==> src/atc_pkg.sv <==
// constants, field layouts and carriers for the async timer control block
package atc_pkg;
    // register offsets
    localparam logic [7:0] OFS_CTRL_A = 8'hB0;
    localparam logic [7:0] OFS_CTRL_B = 8'hB1;
    localparam logic [7:0] OFS_CNT = 8'hB2;
    localparam logic [7:0] OFS_CMP_A = 8'hB3;
    localparam logic [7:0] OFS_CMP_B = 8'hB4;
    localparam logic [7:0] OFS_ASYNC = 8'hB6;
    localparam logic [7:0] OFS_MASK = 8'h70;
    localparam logic [7:0] OFS_FLAGS = 8'h37;
    // writable and readable bit masks
    localparam logic [7:0] CTRL_A_RW = 8'hF3;
    localparam logic [7:0] CTRL_B_RW = 8'h0F;
    localparam logic [7:0] MASK_RW = 8'h07;
    localparam logic [7:0] RESET8 = 8'h00;
    // bit positions
    localparam int FOC_A = 7;
    localparam int FOC_B = 6;
    localparam int ASY_EXT = 6;
    localparam int ASY_SEL = 5;
    localparam int UB_CNT = 4;
    localparam int UB_CMPA = 3;
    localparam int UB_CMPB = 2;
    localparam int UB_CTLA = 1;
    localparam int UB_CTLB = 0;
    localparam int NUM_UB = 5;
    localparam int EV_CMPB = 2;
    localparam int EV_CMPA = 1;
    localparam int EV_OVF = 0;
    localparam int NUM_EV = 3;
    // counter landmarks
    localparam logic [7:0] BOTTOM = 8'h00;
    localparam logic [7:0] MAX = 8'hFF;
    localparam logic [7:0] ONE8 = 8'h01;
    // prescaler: tap mask per select code, /8 /32 /64 /128 /256 /1024
    localparam int PRE_W = 10;
    localparam logic [PRE_W-1:0] PRE_ONE = 10'h001;
    localparam logic [PRE_W-1:0] PRE_MASK [0:7] = '{10'h000, 10'h000, 10'h007,
        10'h01F, 10'h03F, 10'h07F, 10'h0FF, 10'h3FF};
    localparam logic [2:0] CS_STOP = 3'h0;
    localparam logic [2:0] CS_DIV1 = 3'h1;
    // mode codes
    localparam logic [2:0] WGM_CTC = 3'h2;
    localparam logic [2:0] WGM_FAST_TOPA = 3'h7;
    localparam logic [1:0] WGM_PC_LO = 2'h1;
    localparam logic [1:0] OM_TOGGLE = 2'h1;
    localparam logic [1:0] OM_CLEAR = 2'h2;
    localparam logic [1:0] OM_SET = 2'h3;
    typedef struct packed {
        logic [1:0] out_mode_a;
        logic [1:0] out_mode_b;
        logic [1:0] rsv;
        logic [1:0] wave_mode_lo;
    } atc_ctrl_a_s;
    typedef struct packed {
        logic force_compare_a;
        logic force_compare_b;
        logic [1:0] rsv;
        logic wave_mode_top_bit;
        logic [2:0] clock_prescale_sel;
    } atc_ctrl_b_s;
endpackage : atc_pkg

==> src/atc_timer.sv <==
// timer/counter core with control, compare, async update and interrupt registers
//
// Implementation choice: the plain strobed port.
module atc_timer (
    // clock and reset
    input wire logic MCLK,
    input wire logic RST,
    // register port
    input wire logic [7:0] ADDR,
    input wire logic [7:0] WDATA,
    input wire logic WR,
    input wire logic RD,
    output logic [7:0] RDATA,
    // interrupt side
    input wire logic GIE,
    input wire logic [2:0] VEC_ACK,
    output logic [2:0] IRQ,
    // oscillator pin and waveform pins
    input wire logic OSC_IN,
    output logic OSC_RUN,
    output logic EXT_CLK_EN,
    output logic WAVE_A,
    output logic WAVE_B
);
    atc_pkg::atc_ctrl_a_s tmp_ca;
    atc_pkg::atc_ctrl_a_s act_ca;
    atc_pkg::atc_ctrl_b_s tmp_cb;
    atc_pkg::atc_ctrl_b_s act_cb;
    logic [7:0] tmp_cnt;
    logic [7:0] tmp_oa;
    logic [7:0] tmp_ob;
    logic [7:0] act_oa;
    logic [7:0] act_ob;
    logic [7:0] cnt;
    logic [7:0] mask;
    logic [atc_pkg::NUM_UB-1:0] busy;
    logic [atc_pkg::NUM_EV-1:0] flags;
    logic ext_en;
    logic asy_sel;
    logic [atc_pkg::PRE_W-1:0] pre;
    logic up;
    logic blk;
    logic osc_s1;
    logic osc_s2;
    logic osc_s3;

    // address decode
    wire wr_ca = WR && (ADDR == atc_pkg::OFS_CTRL_A);
    wire wr_cb = WR && (ADDR == atc_pkg::OFS_CTRL_B);
    wire wr_cnt = WR && (ADDR == atc_pkg::OFS_CNT);
    wire wr_oa = WR && (ADDR == atc_pkg::OFS_CMP_A);
    wire wr_ob = WR && (ADDR == atc_pkg::OFS_CMP_B);
    wire wr_as = WR && (ADDR == atc_pkg::OFS_ASYNC);
    wire wr_mk = WR && (ADDR == atc_pkg::OFS_MASK);
    wire wr_fl = WR && (ADDR == atc_pkg::OFS_FLAGS);
    wire [atc_pkg::NUM_UB-1:0] wr_hit = {wr_cnt, wr_oa, wr_ob, wr_ca, wr_cb};

    // timer source select
    // a source switch leaves pending transfers behind; software rewrites them
    wire async = asy_sel;
    // edge of synchronised oscillator, never of the first stage
    wire osc_edge = osc_s2 & ~osc_s3;
    wire src_tick = async ? osc_edge : 1'b1;

    // busy set on async write, cleared on transfer
    wire [atc_pkg::NUM_UB-1:0] xfer;
    wire [atc_pkg::NUM_UB-1:0] next_busy;
    genvar gi;
    generate
        for (gi = 0; gi < atc_pkg::NUM_UB; gi++) begin : g_busy
            // a write in the transfer cycle wins and waits for the next tick
            assign xfer[gi] = async & busy[gi] & src_tick & ~wr_hit[gi];
            // flags stay clear while on the io clock
            assign next_busy[gi] = async & (wr_hit[gi] | (busy[gi] & ~src_tick));
        end
    endgenerate

    wire [2:0] wgm = {act_cb.wave_mode_top_bit, act_ca.wave_mode_lo};
    wire pwm = wgm[0];
    wire pc = (wgm[1:0] == atc_pkg::WGM_PC_LO);
    wire top_is_a = (wgm == atc_pkg::WGM_CTC) | wgm[2];
    wire [7:0] top = top_is_a ? act_oa : atc_pkg::MAX;
    wire at_top = (cnt == top);
    wire at_bot = (cnt == atc_pkg::BOTTOM);

    wire [2:0] cs = act_cb.clock_prescale_sel;
    wire [atc_pkg::PRE_W-1:0] tap = atc_pkg::PRE_MASK[cs];
    wire pre_hit = (cs == atc_pkg::CS_DIV1) | ((pre & tap) == tap);
    wire count_tick = src_tick & (cs != atc_pkg::CS_STOP) & pre_hit;

    wire cnt_load = (~async & wr_cnt) | xfer[atc_pkg::UB_CNT];
    wire [7:0] cnt_load_val = async ? tmp_cnt : WDATA;

    // counting sequence
    // phase correct turns at top and bottom, every other mode wraps to bottom
    logic [7:0] next_cnt;
    logic next_up;
    logic ovf;
    always_comb begin
        next_cnt = cnt;
        next_up = up;
        ovf = 1'b0;
        if (pc) begin
            if (up) begin
                if (at_top) begin
                    next_up = 1'b0;
                    next_cnt = cnt - atc_pkg::ONE8;
                end else begin
                    next_cnt = cnt + atc_pkg::ONE8;
                end
            end else begin
                if (at_bot) begin
                    next_up = 1'b1;
                    next_cnt = cnt + atc_pkg::ONE8;
                    // direction change at bottom in pwm
                    ovf = 1'b1;
                end else begin
                    next_cnt = cnt - atc_pkg::ONE8;
                end
            end
        end else begin
            next_up = 1'b1;
            next_cnt = at_top ? atc_pkg::BOTTOM : cnt + atc_pkg::ONE8;
            // overflow at max, or at top in fast mode with compare A top
            ovf = (wgm == atc_pkg::WGM_FAST_TOPA) ? at_top : (cnt == atc_pkg::MAX);
        end
    end

    // compare A and B matches, masked after a counter write
    wire hit_a = count_tick & (cnt == act_oa) & ~blk;
    wire hit_b = count_tick & (cnt == act_ob) & ~blk;
    wire bottom_evt = count_tick & ~pc & at_top;

    // force A only outside pwm; no flag or counter effect
    wire frc_a = wr_cb & WDATA[atc_pkg::FOC_A] & ~pwm;
    // force B only outside pwm; no flag or counter effect
    wire frc_b = wr_cb & WDATA[atc_pkg::FOC_B] & ~pwm;

    // waveform action shared by both channels
    function automatic logic wave_next(input logic cur, input logic [1:0] om,
        input logic hit, input logic frc, input logic bot, input logic dir,
        input logic is_pwm, input logic is_pc, input logic tgl_ok);
        logic res;
        res = cur;
        if (!is_pwm) begin
            if (hit | frc) begin
                case (om)
                    atc_pkg::OM_TOGGLE: res = ~cur;
                    atc_pkg::OM_CLEAR: res = 1'b0;
                    atc_pkg::OM_SET: res = 1'b1;
                    default: res = cur;
                endcase
            end
        end else begin
            case (om)
                atc_pkg::OM_TOGGLE: res = (hit & tgl_ok) ? ~cur : cur;
                atc_pkg::OM_CLEAR: begin
                    if (is_pc) begin
                        res = hit ? ~dir : cur;
                    end else begin
                        res = hit ? 1'b0 : (bot ? 1'b1 : cur);
                    end
                end
                atc_pkg::OM_SET: begin
                    if (is_pc) begin
                        res = hit ? dir : cur;
                    end else begin
                        res = hit ? 1'b1 : (bot ? 1'b0 : cur);
                    end
                end
                default: res = cur;
            endcase
        end
        return res;
    endfunction : wave_next

    // toggle in pwm only for channel A with compare A as top
    wire next_wa = wave_next(WAVE_A, act_ca.out_mode_a, hit_a, frc_a, bottom_evt,
        up, pwm, pc, wgm[2]);
    wire next_wb = wave_next(WAVE_B, act_ca.out_mode_b, hit_b, frc_b, bottom_evt,
        up, pwm, pc, 1'b0);

    // event flags, set wins over clear
    wire [atc_pkg::NUM_EV-1:0] ev_set = {hit_b, hit_a, count_tick & ovf};
    wire [atc_pkg::NUM_EV-1:0] next_flags;
    wire [atc_pkg::NUM_EV-1:0] next_irq;
    generate
        for (gi = 0; gi < atc_pkg::NUM_EV; gi++) begin : g_flag
            assign next_flags[gi] = ev_set[gi]
                | (flags[gi] & ~((wr_fl & WDATA[gi]) | VEC_ACK[gi]));
            // request needs enable, global enable and flag
            assign next_irq[gi] = flags[gi] & mask[gi] & GIE;
        end
    endgenerate

    // read selection: counter live, control and compare from temporary copies
    wire [7:0] asy_rd = {1'b0, ext_en, asy_sel, busy};
    wire [7:0] rd_val =
        (ADDR == atc_pkg::OFS_CTRL_A) ? (tmp_ca & atc_pkg::CTRL_A_RW) :
        // strobes and reserved bits read zero
        (ADDR == atc_pkg::OFS_CTRL_B) ? (tmp_cb & atc_pkg::CTRL_B_RW) :
        (ADDR == atc_pkg::OFS_CNT) ? cnt :
        (ADDR == atc_pkg::OFS_CMP_A) ? tmp_oa :
        (ADDR == atc_pkg::OFS_CMP_B) ? tmp_ob :
        (ADDR == atc_pkg::OFS_ASYNC) ? asy_rd :
        (ADDR == atc_pkg::OFS_MASK) ? mask :
        (ADDR == atc_pkg::OFS_FLAGS) ? 8'(flags) : atc_pkg::RESET8;

    // oscillator synchroniser
    // pin is taken as synchronous, yet two stages keep a slow edge from
    // reaching the counter as a runt level; costs three cycles per tick
    always_ff @(posedge MCLK) begin
        if (RST) begin
            osc_s1 <= 1'b0;
            osc_s2 <= 1'b0;
            osc_s3 <= 1'b0;
        end else begin
            osc_s1 <= OSC_IN;
            osc_s2 <= osc_s1;
            osc_s3 <= osc_s2;
        end
    end

    // temporary control copies, only stored bits kept
    always_ff @(posedge MCLK) begin
        if (RST) begin
            tmp_ca <= atc_pkg::RESET8;
            tmp_cb <= atc_pkg::RESET8;
        end else begin
            if (wr_ca) tmp_ca <= WDATA & atc_pkg::CTRL_A_RW;
            if (wr_cb) tmp_cb <= WDATA & atc_pkg::CTRL_B_RW;
        end
    end

    // temporary data copies; the compare copies read back while a transfer waits
    always_ff @(posedge MCLK) begin
        if (RST) begin
            tmp_cnt <= atc_pkg::RESET8;
            tmp_oa <= atc_pkg::RESET8;
            tmp_ob <= atc_pkg::RESET8;
        end else begin
            if (wr_cnt) tmp_cnt <= WDATA;
            if (wr_oa) tmp_oa <= WDATA;
            if (wr_ob) tmp_ob <= WDATA;
        end
    end

    // active control: direct on io clock, by transfer when async
    always_ff @(posedge MCLK) begin
        if (RST) begin
            act_ca <= atc_pkg::RESET8;
            act_cb <= atc_pkg::RESET8;
        end else begin
            if (~async & wr_ca) act_ca <= WDATA & atc_pkg::CTRL_A_RW;
            else if (xfer[atc_pkg::UB_CTLA]) act_ca <= tmp_ca;
            if (~async & wr_cb) act_cb <= WDATA & atc_pkg::CTRL_B_RW;
            else if (xfer[atc_pkg::UB_CTLB]) act_cb <= tmp_cb;
        end
    end

    // active compare values, same update path
    always_ff @(posedge MCLK) begin
        if (RST) begin
            act_oa <= atc_pkg::RESET8;
            act_ob <= atc_pkg::RESET8;
        end else begin
            if (~async & wr_oa) act_oa <= WDATA;
            else if (xfer[atc_pkg::UB_CMPA]) act_oa <= tmp_oa;
            if (~async & wr_ob) act_ob <= WDATA;
            else if (xfer[atc_pkg::UB_CMPB]) act_ob <= tmp_ob;
        end
    end

    always_ff @(posedge MCLK) begin
        if (RST) begin
            ext_en <= 1'b0;
            asy_sel <= 1'b0;
        end else if (wr_as) begin
            ext_en <= WDATA[atc_pkg::ASY_EXT];
            asy_sel <= WDATA[atc_pkg::ASY_SEL];
        end
    end

    always_ff @(posedge MCLK) begin
        if (RST) begin
            mask <= atc_pkg::RESET8;
        end else if (wr_mk) begin
            mask <= WDATA & atc_pkg::MASK_RW;
        end
    end

    always_ff @(posedge MCLK) begin
        if (RST) begin
            busy <= '0;
        end else begin
            busy <= next_busy;
        end
    end

    // pin enables follow the select one cycle late
    always_ff @(posedge MCLK) begin
        if (RST) begin
            OSC_RUN <= 1'b0;
            EXT_CLK_EN <= 1'b0;
        end else begin
            // crystal runs only without the external buffer
            OSC_RUN <= asy_sel & ~ext_en;
            EXT_CLK_EN <= asy_sel & ext_en;
        end
    end

    // prescaler free-runs on source ticks and is shared by all taps,
    // so a newly chosen divider may land mid-period on its first count
    always_ff @(posedge MCLK) begin
        if (RST) begin
            pre <= '0;
        end else if (src_tick) begin
            pre <= pre + atc_pkg::PRE_ONE;
        end
    end

    // counter and compare block
    always_ff @(posedge MCLK) begin
        if (RST) begin
            cnt <= atc_pkg::RESET8;
            up <= 1'b1;
            blk <= 1'b0;
        end else begin
            if (cnt_load) begin
                cnt <= cnt_load_val;
                blk <= 1'b1;
            end else if (count_tick) begin
                cnt <= next_cnt;
                up <= next_up;
                blk <= 1'b0;
            end
        end
    end

    always_ff @(posedge MCLK) begin
        if (RST) begin
            flags <= '0;
            IRQ <= '0;
        end else begin
            flags <= next_flags;
            IRQ <= next_irq;
        end
    end

    // waveform pins
    always_ff @(posedge MCLK) begin
        if (RST) begin
            WAVE_A <= 1'b0;
            WAVE_B <= 1'b0;
        end else begin
            WAVE_A <= next_wa;
            WAVE_B <= next_wb;
        end
    end

    // read data stands one cycle, zero otherwise
    always_ff @(posedge MCLK) begin
        if (RST) begin
            RDATA <= atc_pkg::RESET8;
        end else begin
            RDATA <= RD ? rd_val : atc_pkg::RESET8;
        end
    end
endmodule : atc_timer

==> config.mk <==
export PLATFORM = sky130hd
export DESIGN_NAME = atc_timer
export DESIGN_NICKNAME = d
export VERILOG_FILES = /design/src/atc_pkg.sv /design/src/atc_timer.sv
export SDC_FILE = /design/constraint.sdc
export NUM_CORES = 1
export LEC_CHECK = 0
export BUFFER_PORTS_ARGS = -buffer_cell sky130_fd_sc_hd__buf_4
export CORE_MARGIN = 4
export CORE_UTILIZATION = 60
export CTS_CLUSTER_DIAMETER = 60
export DETAILED_ROUTE_END_ITERATION = 16
export PLACE_DENSITY = 0.79
export SLEW_MARGIN = 40
export SYNTH_ARGS = -nofsm -noshare
export SYNTH_HDL_FRONTEND = slang
export SYNTH_SLANG_ARGS = --single-unit
==> constraint.sdc <==
create_clock -name MCLK -period 4.2 [get_ports MCLK]
set_input_delay 0.42 -clock MCLK [delete_from_list [all_inputs] [get_ports MCLK]]
set_output_delay 0.42 -clock MCLK [all_outputs]
set_load 0.02 [all_outputs]
==> results of run 1 <==
## cells in the final DEF, fill, tap and decap left out, types with 7 or more instances in the layout
| cell | synthesis | routed |
|---|---|---|
| dfxtp_1 | 111 | 111 |
| nor2_1 | 94 | 94 |
| mux2i_1 | 48 | 48 |
| nand2_1 | 45 | 45 |
| buf_4 | 4 | 42 |
| a211oi_1 | 34 | 34 |
| a21oi_1 | 27 | 27 |
| nand3_1 | 23 | 23 |
| o21ai_0 | 17 | 17 |
| inv_1 | 16 | 16 |
| nor3_1 | 12 | 12 |
| xnor2_1 | 11 | 11 |
| clkbuf_8 | 0 | 10 |
| and3_1 | 9 | 9 |
| a31oi_1 | 9 | 9 |
| xor2_1 | 8 | 8 |
| a22oi_1 | 7 | 7 |
## worst max-delay path, stage by stage, from the launching register on
cell and delay [ns]:
dfxtp_1 0.65, nand3_2 0.21, nor3_1 0.47, nand3_1 0.21, a21o_1 0.38, a21oi_1 0.48
nand4b_1 0.18, a221oi_2 0.25
## sequential cells by signal, summed over array words and instances (netlist names), 3 cells and up
name / cells
mask: 3
flags: 3
tmp_ca: 6
tmp_oa: 8
pre: 10
cs: 3
act_oa: 8
tmp_cnt: 8
cnt: 8
busy: 5
act_ob: 8
tmp_cb: 4
IRQ: 3
act_ca: 6
RDATA: 8
tmp_ob: 8
## power by group
part	internal (uW)	leakage, uW	switching (uW)	total [uW]
clock	238	0.0000882	356	594
combinational	39.1	0.00140	64.7	104
sequential	1060	0.000895	10.2	1070
## worst max path at each step
stage / startpoint / end / slack [ns] / depth (start not counted)
floorplan: cnt[1]$_SDFFE_PP0P_ / cnt[7]$_SDFFE_PP0P_ / 1.85 / 10
global placement: ADDR[2] / act_oa[3]$_SDFFE_PP0P_ / 1.44 / 7
detailed placement: ADDR[2] / act_oa[0]$_SDFFE_PP0P_ / 1.25 / 7
CTS: cnt[0]$_SDFFE_PP0P_ / cnt[7]$_SDFFE_PP0P_ / 1.42 / 7
global route: cnt[0]$_SDFFE_PP0P_ / cnt[7]$_SDFFE_PP0P_ / 1.12 / 7
finish: cnt[0]$_SDFFE_PP0P_ / cnt[7]$_SDFFE_PP0P_ / 1.28 / 7
## cell usage after synthesis, drive strengths merged, types with 6 or more instances
cell type  instances  area (um2)
a211oi            36         280
a21oi             27         135
a221oi             6        58.8
a22oi              7        52.6
a31oi              9        56.3
and3               9        56.3
buf               21         114
clkbuf            23        86.3
dfxtp            111        2220
inv               16        60.1
mux2i             48         480
nand2             45         169
nand3             26         145
nand4              6        37.5
nor2              95         359
nor2b              6        37.5
nor3              12        60.1
o21ai             21         116
o22ai              6        37.5
xnor2             11        96.3
xor2               8        70.1
## through the flow
stage,setup WS [ns],util (%),total power (uW),area (um2)
after floorplan,1.85,-,1150,5480
after global placement,1.44,65.2,1190,5740
after detailed placement,1.25,65.2,1190,5740
after CTS,1.42,67.2,1770,5920
after global routing,1.12,67.3,1830,5920
final,1.28,67.3,1770,5920
## logic make-up after synthesis
family	after synthesis	synth area share (%)
compound gates	148	19.5
buf+inv	60	4.75
fa+ha+maj	3	0.685
xor+xnor	19	3.04
simple gates	237	21.7
flops	111	40.5
mux	53	9.79
## per-layer routing
metal | vias up | wire, um
li1 | 2308 | -
met2 | 271 | 6780
met5 | - | 0
met4 | 0 | 532
met1 | 2339 | 6370
met3 | 66 | 1220
## area by class of cell
type / instances / area (um2) / share of cell area [%]
inverter: 16 / 60.1 / 1.01
multi-input combinational: 460 / 3000 / 50.7
timing repair buffer: 43 / 327 / 5.51
tap: 108 / 135 / 2.28
clock inverter: 3 / 26.3 / 0.444
sequential: 111 / 2220 / 37.5
clock buffer: 13 / 149 / 2.51
==> summary.md, run 1 <==
| Metric | Value |
|---|---|
| Ant. Diodes | `0` |
| Post-CTS Resized | `0` |
| Wire length per cell | `19.8 um` |
| Hold path endpoint | `osc_s1$_SDFF_PP0_` |
| Fill cells | `761` |
| Met2 Usage GRT | `42.8%` |
| Crit share post-route | `69.6%` |
| Hold_buf cts | `0` |
| Max H-tree Level | `3` |
| Fin cells | `754` |
| Final setup fails | `0` |
| TritonCTS Sinks | `111` |
| Seq/Total Area, Yosys | `40.5%` |
| Yosys warnings | `0` |
| Total wire length | `14,900 um` |
| Core area | `0.00881 mm2` |
| Clock buffer depth | `2` |
| Placed cells | `738` |
| Drt via density | `6.61` |
| Post-synth EDFFs | `0` |
| Die height | `104 um` |
| Tot GR Track Use | `27.1%` |
| Worst-Skew Late Latency | `0.37 ns` |
| Row Count | `34` |
| Final net count | `669` |
| Hold_sp | `OSC_IN` |
| MaxCap Viol Count | `0` |
| First-pass GRT wire length | `23,900 um` |
| Cell count of the worst reg-to-reg path | `7` |
| Chip Width | `104 um` |
| Result of the run | `finished clean` |
| Layout area overhead | `8.03%` |
| Synth Cell Area | `0.00548 mm2` |
| Fin crit period | `2.92 ns` |
| Setup Skew | `0.00845 ns` |
| Share of cells above drive strength 1 | `12.8%` |
| Max Transition Viols Final | `0` |
| TritonCTS buffer count | `9` |
| DR DRC count | `0` |
| CTS tree | `done` |
| Syn_nets | `659` |
| DRT iter0 DRCs | `510` |
| Reg2reg end | `cnt[7]$_SDFFE_PP0P_` |
| DR pass1 iterations | `8` |
| Origin of the critical flop-to-flop path | `cnt[0]$_SDFFE_PP0P_` |
| Worst hold slack | `0.255 ns` |
| Synth Flop Type | `dfxtp_1` |
| Setup crit start kind | `register` |
| Critical path data arrival time | `3.21 ns` |
| Fmax | `342 MHz` |
| Antenna Violating Nets Remaining | `0` |
| Max VDD drop | `0.221 mV` |
| Hpwl dp | `10,500 um` |
| #FFs+latches synth | `111` |
| Die Footprint | `0.0107 mm2` |
| Cells after Synth | `631` |
| Final setup TNS | `0 ns` |
| Number of distinct library cells after synthesis | `74` |
| Setup Fix Bufs, Post-CTS | `0` |
| Vias in the first global route | `4,659` |
| Leakage power | `0.00238 uW` |
| Initial antenna violation count | `0` |
| Rel. slew slack | `49.3%` |
| Total gr overflow | `0` |
| Critical Path RT | `4.49 ns` |
| IO Port Bufs | `39` |
| Asr flop ratio synth | `0%` |
| Avg Cell Area, Syn | `8.69 um2` |
| Setup CP Type | `reg2reg` |
| Global-route track usage on met1 | `36.7%` |
| Slew @ Worst Pin | `0.756 ns` |
| GR Layer Usage met3 | `4.79%` |
| Max FO, Critical Path | `12` |
| Gr busiest metal | `met2` |
| Worst hold path class | `in2reg` |
| Total power per unit cell area | `298 mW/mm2` |
| Largest net degree at the start of global routing | `93` |
| Hold Path Stages | `2` |
| CTS Root Cell | `clkbuf_8` |
| Final GP Congestion | `0.907` |
| Initial core utilization | `62.3%` |
| RSZ-0062 raised after global routing | `false` |
| R2R setup slack | `1.28 ns` |
| Nature of the critical path endpoint | `register` |
| Clock transition at the registers of the reported paths | `0.10 ns` |
| Hold Vio Cnt, Final | `0` |
| Ports | `40` |
| Vias | `4,984` |
No activity file was read; power rests on OpenSTA's default activity.
==> inputs of run 2 (changes only) <==
ABC_AREA = 1   (was unset)
clock period = 2.9 ns   (was 4.2 ns; I/O delays follow)
==> run 2 against run 1 <==
Compared with the run above:
- via count is 13% higher
- routed wire length up 5.6%
- register-to-register slack worse by 0.58 ns
- die area rose by 3.6%
- largest cell class unchanged
==> summary.md, run 2 <==
| Metric | Value |
|---|---|
| Total power per unit cell area | `432 mW/mm2 (+45%)` |
| TritonCTS buffer count | `9 (unchanged)` |
| Vias | `5,622 (+13%)` |
| CTS tree | `done` |
| Setup crit start kind | `register` |
| Total gr overflow | `0 (unchanged)` |
| Cell count of the worst reg-to-reg path | `14 (+7)` |
| Worst-Skew Late Latency | `0.38 ns (about the same)` |
| Vias in the first global route | `5,297 (+14%)` |
| Post-CTS Resized | `0 (unchanged)` |
| Final GP Congestion | `1.01 (+11%)` |
| Largest cells by area after synthesis | `dfxtp_1 (39%), nand2_1 (11%), inv_1 (8.0%)` |
| Hold_sp | `OSC_IN` |
| CTS Root Cell | `clkbuf_8` |
| Total wire length | `15,700 um (+5.6%)` |
| Nature of the critical path endpoint | `register` |
| Die Footprint | `0.0111 mm2 (+3.6%)` |
| Yosys warnings | `0 (unchanged)` |
| Tot GR Track Use | `29.6% (+2.5 points)` |
| Cells after Synth | `839 (+33%)` |
| Yosys top cell area share | `39.0% (-1.5 points)` |
| Setup CP Type | `reg2reg` |
| Hold Vio Cnt, Final | `0 (unchanged)` |
| Initial antenna violation count | `0 (unchanged)` |
| Leakage power | `0.00265 uW (+11%)` |
| Ant. Diodes | `0 (unchanged)` |
| Clock buffer depth | `2 (unchanged)` |
| IO Port Bufs | `39 (unchanged)` |
| Avg Cell Area, Syn | `6.79 um2 (-22%)` |
| #FFs+latches synth | `111 (unchanged)` |
| Hold Path Stages | `3 (+1)` |
| Post-synth EDFFs | `0 (unchanged)` |
| R2R setup slack | `0.70 ns (-0.58 ns)` |
| Layout area overhead | `10.4%` |
| Synth Cell Area | `0.00570 mm2 (+3.9%)` |
| Biggest register | `pre` |
| Most frequent cells in the layout | `nand2_1 (174), inv_1 (122), dfxtp_1 (111)` |
| Fmax | `455 MHz (+33%)` |
| RSZ-0062 raised after global routing | `false` |
| Final setup fails | `0 (unchanged)` |
| Max VDD drop | `0.351 mV (+59%)` |
| Critical Path RT | `3.22 ns (-1.27 ns)` |
| Final net count | `898 (+34%)` |
| Max Transition Viols Final | `0 (unchanged)` |
| Largest register FFs | `10 (unchanged)` |
| Hold path endpoint | `osc_s1$_SDFF_PP0_` |
| Drt via density | `5.60 (-15%)` |
| Rel. slew slack | `56.8% (+7.5 points)` |
| Number of distinct library cells after synthesis | `48 (-35%)` |
| Seq/Total Area, Yosys | `39.0% (-1.5 points)` |
| Max FO, Critical Path | `6 (-6)` |
| DRT iter0 DRCs | `548 (+7.5%)` |
| DR pass1 iterations | `6 (-2)` |
| Fill cells | `799 (+5.0%)` |
| Hold_buf cts | `0 (unchanged)` |
| Fin crit period | `2.20 ns (-0.722 ns)` |
| Most numerous cell in the Yosys netlist | `nand2_1` |
| Max H-tree Level | `3 (unchanged)` |
| Syn_nets | `867 (+32%)` |
| Origin of the critical flop-to-flop path | `cnt[7]$_SDFFE_PP0P_` |
| Core area | `0.00924 mm2 (+4.9%)` |
| DR DRC count | `0 (unchanged)` |
| Leading cell types by count after synthesis | `nand2_1 (174), inv_1 (122), dfxtp_1 (111)` |
| TritonCTS Sinks | `111 (unchanged)` |
| Initial core utilization | `61.7% (-0.58 points)` |
| Critical path data arrival time | `2.52 ns (-0.69 ns)` |
| Result of the run | `finished clean` |
| Slew @ Worst Pin | `0.647 ns (-0.109 ns)` |
| MaxCap Viol Count | `0 (unchanged)` |
| Share of cells above drive strength 1 | `12.0% (-0.85 points)` |
| Antenna Violating Nets Remaining | `0 (unchanged)` |
| Wire length per cell | `15.7 um (-21%)` |
| Setup Skew | `0.00549 ns (-0.00296 ns)` |
| Die height | `105 um (+1.8%)` |
| Commonest non-fill, non-tap cell in the layout | `nand2_1` |
| Reg2reg end | `WAVE_B$_SDFFE_PP0P_` |
| Synth Flop Type | `dfxtp_1` |
| Ports | `40 (unchanged)` |
| Final setup TNS | `0 ns (unchanged)` |
| Crit share post-route | `75.9% (+6.3 points)` |
| Setup Fix Bufs, Post-CTS | `0 (unchanged)` |
| First-pass GRT wire length | `26,200 um (+9.7%)` |
| Row Count | `35 (+2.9%)` |
| Final Util | `68.1% (+0.81 points)` |
| Post-synth top area cell | `dfxtp_1` |
| Hpwl dp | `11,900 um (+14%)` |
| Clock transition at the registers of the reported paths | `0.10 ns (about the same)` |
| Worst hold path class | `in2reg` |
| Largest net degree at the start of global routing | `60 (-35%)` |
| Chip Width | `105 um (+1.8%)` |
| Asr flop ratio synth | `0% (unchanged)` |
[run 2: changes by cell type in the layout (fill, tap and decap cells not counted), sizes merged, moves of 8 or more]
cell,before,now
nand2,45,181
inv,17,137
a21oi,27,88
o21ai,21,74
mux2i,48,0
a211oi,36,14
nor2,95,114
and3,9,0
nand3,26,34
xnor2,11,3
[run 2: logic make-up after synthesis]
| family | after synthesis | share of synthesized area, % |
|---|---|---|
| buffers and inverters | 161 | 11.2 |
| AOI/OAI and AO/OA | 196 | 19.7 |
| xor gates and xnor gates | 13 | 2.00 |
| adders and majority gates | 3 | 0.659 |
| and+or+nand+nor | 355 | 27.5 |
| DFF | 111 | 39.0 |
[run 2: critical path, stage by stage, from the launching register on]
cell	delay, ns
dfxtp_1	0.55
inv_1	0.25
nand2_1	0.11
nand2_1	0.05
nor3_1	0.18
nand3_1	0.12
nor2_1	0.21
nand2_1	0.19
nand2_1	0.13
nand2_1	0.06
nand2_1	0.06
nand2_1	0.04
nand3_1	0.06
nand2_1	0.05
nor2_1	0.08
[run 2: layout make-up]
type | count | area [um2] | share of cell area, %
Tap cell | 129 | 161 | 2.57
Inverter | 137 | 519 | 8.26
Sequential cell | 111 | 2220 | 35.3
Clock inverter | 6 | 90.1 | 1.43
Clock buffer | 10 | 128 | 2.03
Timing Repair Buffer | 44 | 330 | 5.25
Multi-Input combinational cell | 567 | 2840 | 45.1
[run 2: per-layer routing]
| layer | up-vias | routed length (um) | share of wire [%] | GRT usage, % |
|---|---|---|---|---|
| li1 | 2747 | - | - | - |
| met1 | 2560 | 6630 | 42 | 39.8 |
| met2 | 269 | 7160 | 46 | 47.2 |
| met3 | 46 | 1390 | 8.9 | 4.53 |
| met4 | 0 | 549 | 3.5 | 12.7 |
| met5 | - | 0 | 0 | 0 |
[run 2: through the flow]
stage | power (uW) | setup WS [ns] | hold WS, ns | instances | instance area (um2)
floorplan | 1650 | 1.13 | 0.388 | 839 | 5700
global placement | 1700 | 0.700 | 0.408 | 988 | 6070
detailed placement | 1710 | 0.623 | 0.415 | 988 | 6070
CTS | 2730 | 0.793 | 0.0913 | 1004 | 6290
global route | 2800 | 0.496 | 0.106 | 1004 | 6290
finish | 2720 | 0.700 | 0.104 | 1004 | 6290
[run 2: how the worst max path moves through the flow]
stage                     slack (ns)                endpoint                start
after global routing            0.50     cnt[3]$_SDFFE_PP0P_  cnt[0]$_SDFFE_PP0P_
final                           0.70     WAVE_B$_SDFFE_PP0P_  cnt[7]$_SDFFE_PP0P_
after global placement          0.70  act_ca[0]$_SDFFE_PP0P_              ADDR[3]
after floorplan                 1.13     cnt[6]$_SDFFE_PP0P_  cnt[0]$_SDFFE_PP0P_
after detailed placement        0.62  act_ca[6]$_SDFFE_PP0P_              ADDR[6]
after CTS                       0.79     WAVE_B$_SDFFE_PP0P_  cnt[7]$_SDFFE_PP0P_
[run 2: power by group]
part,leakage [uW],switching [uW],internal [uW]
registers,0.000895,6.57,1530
logic,0.00165,93.0,44.7
clock network,0.000107,549,492
total,0.00265,649,2070
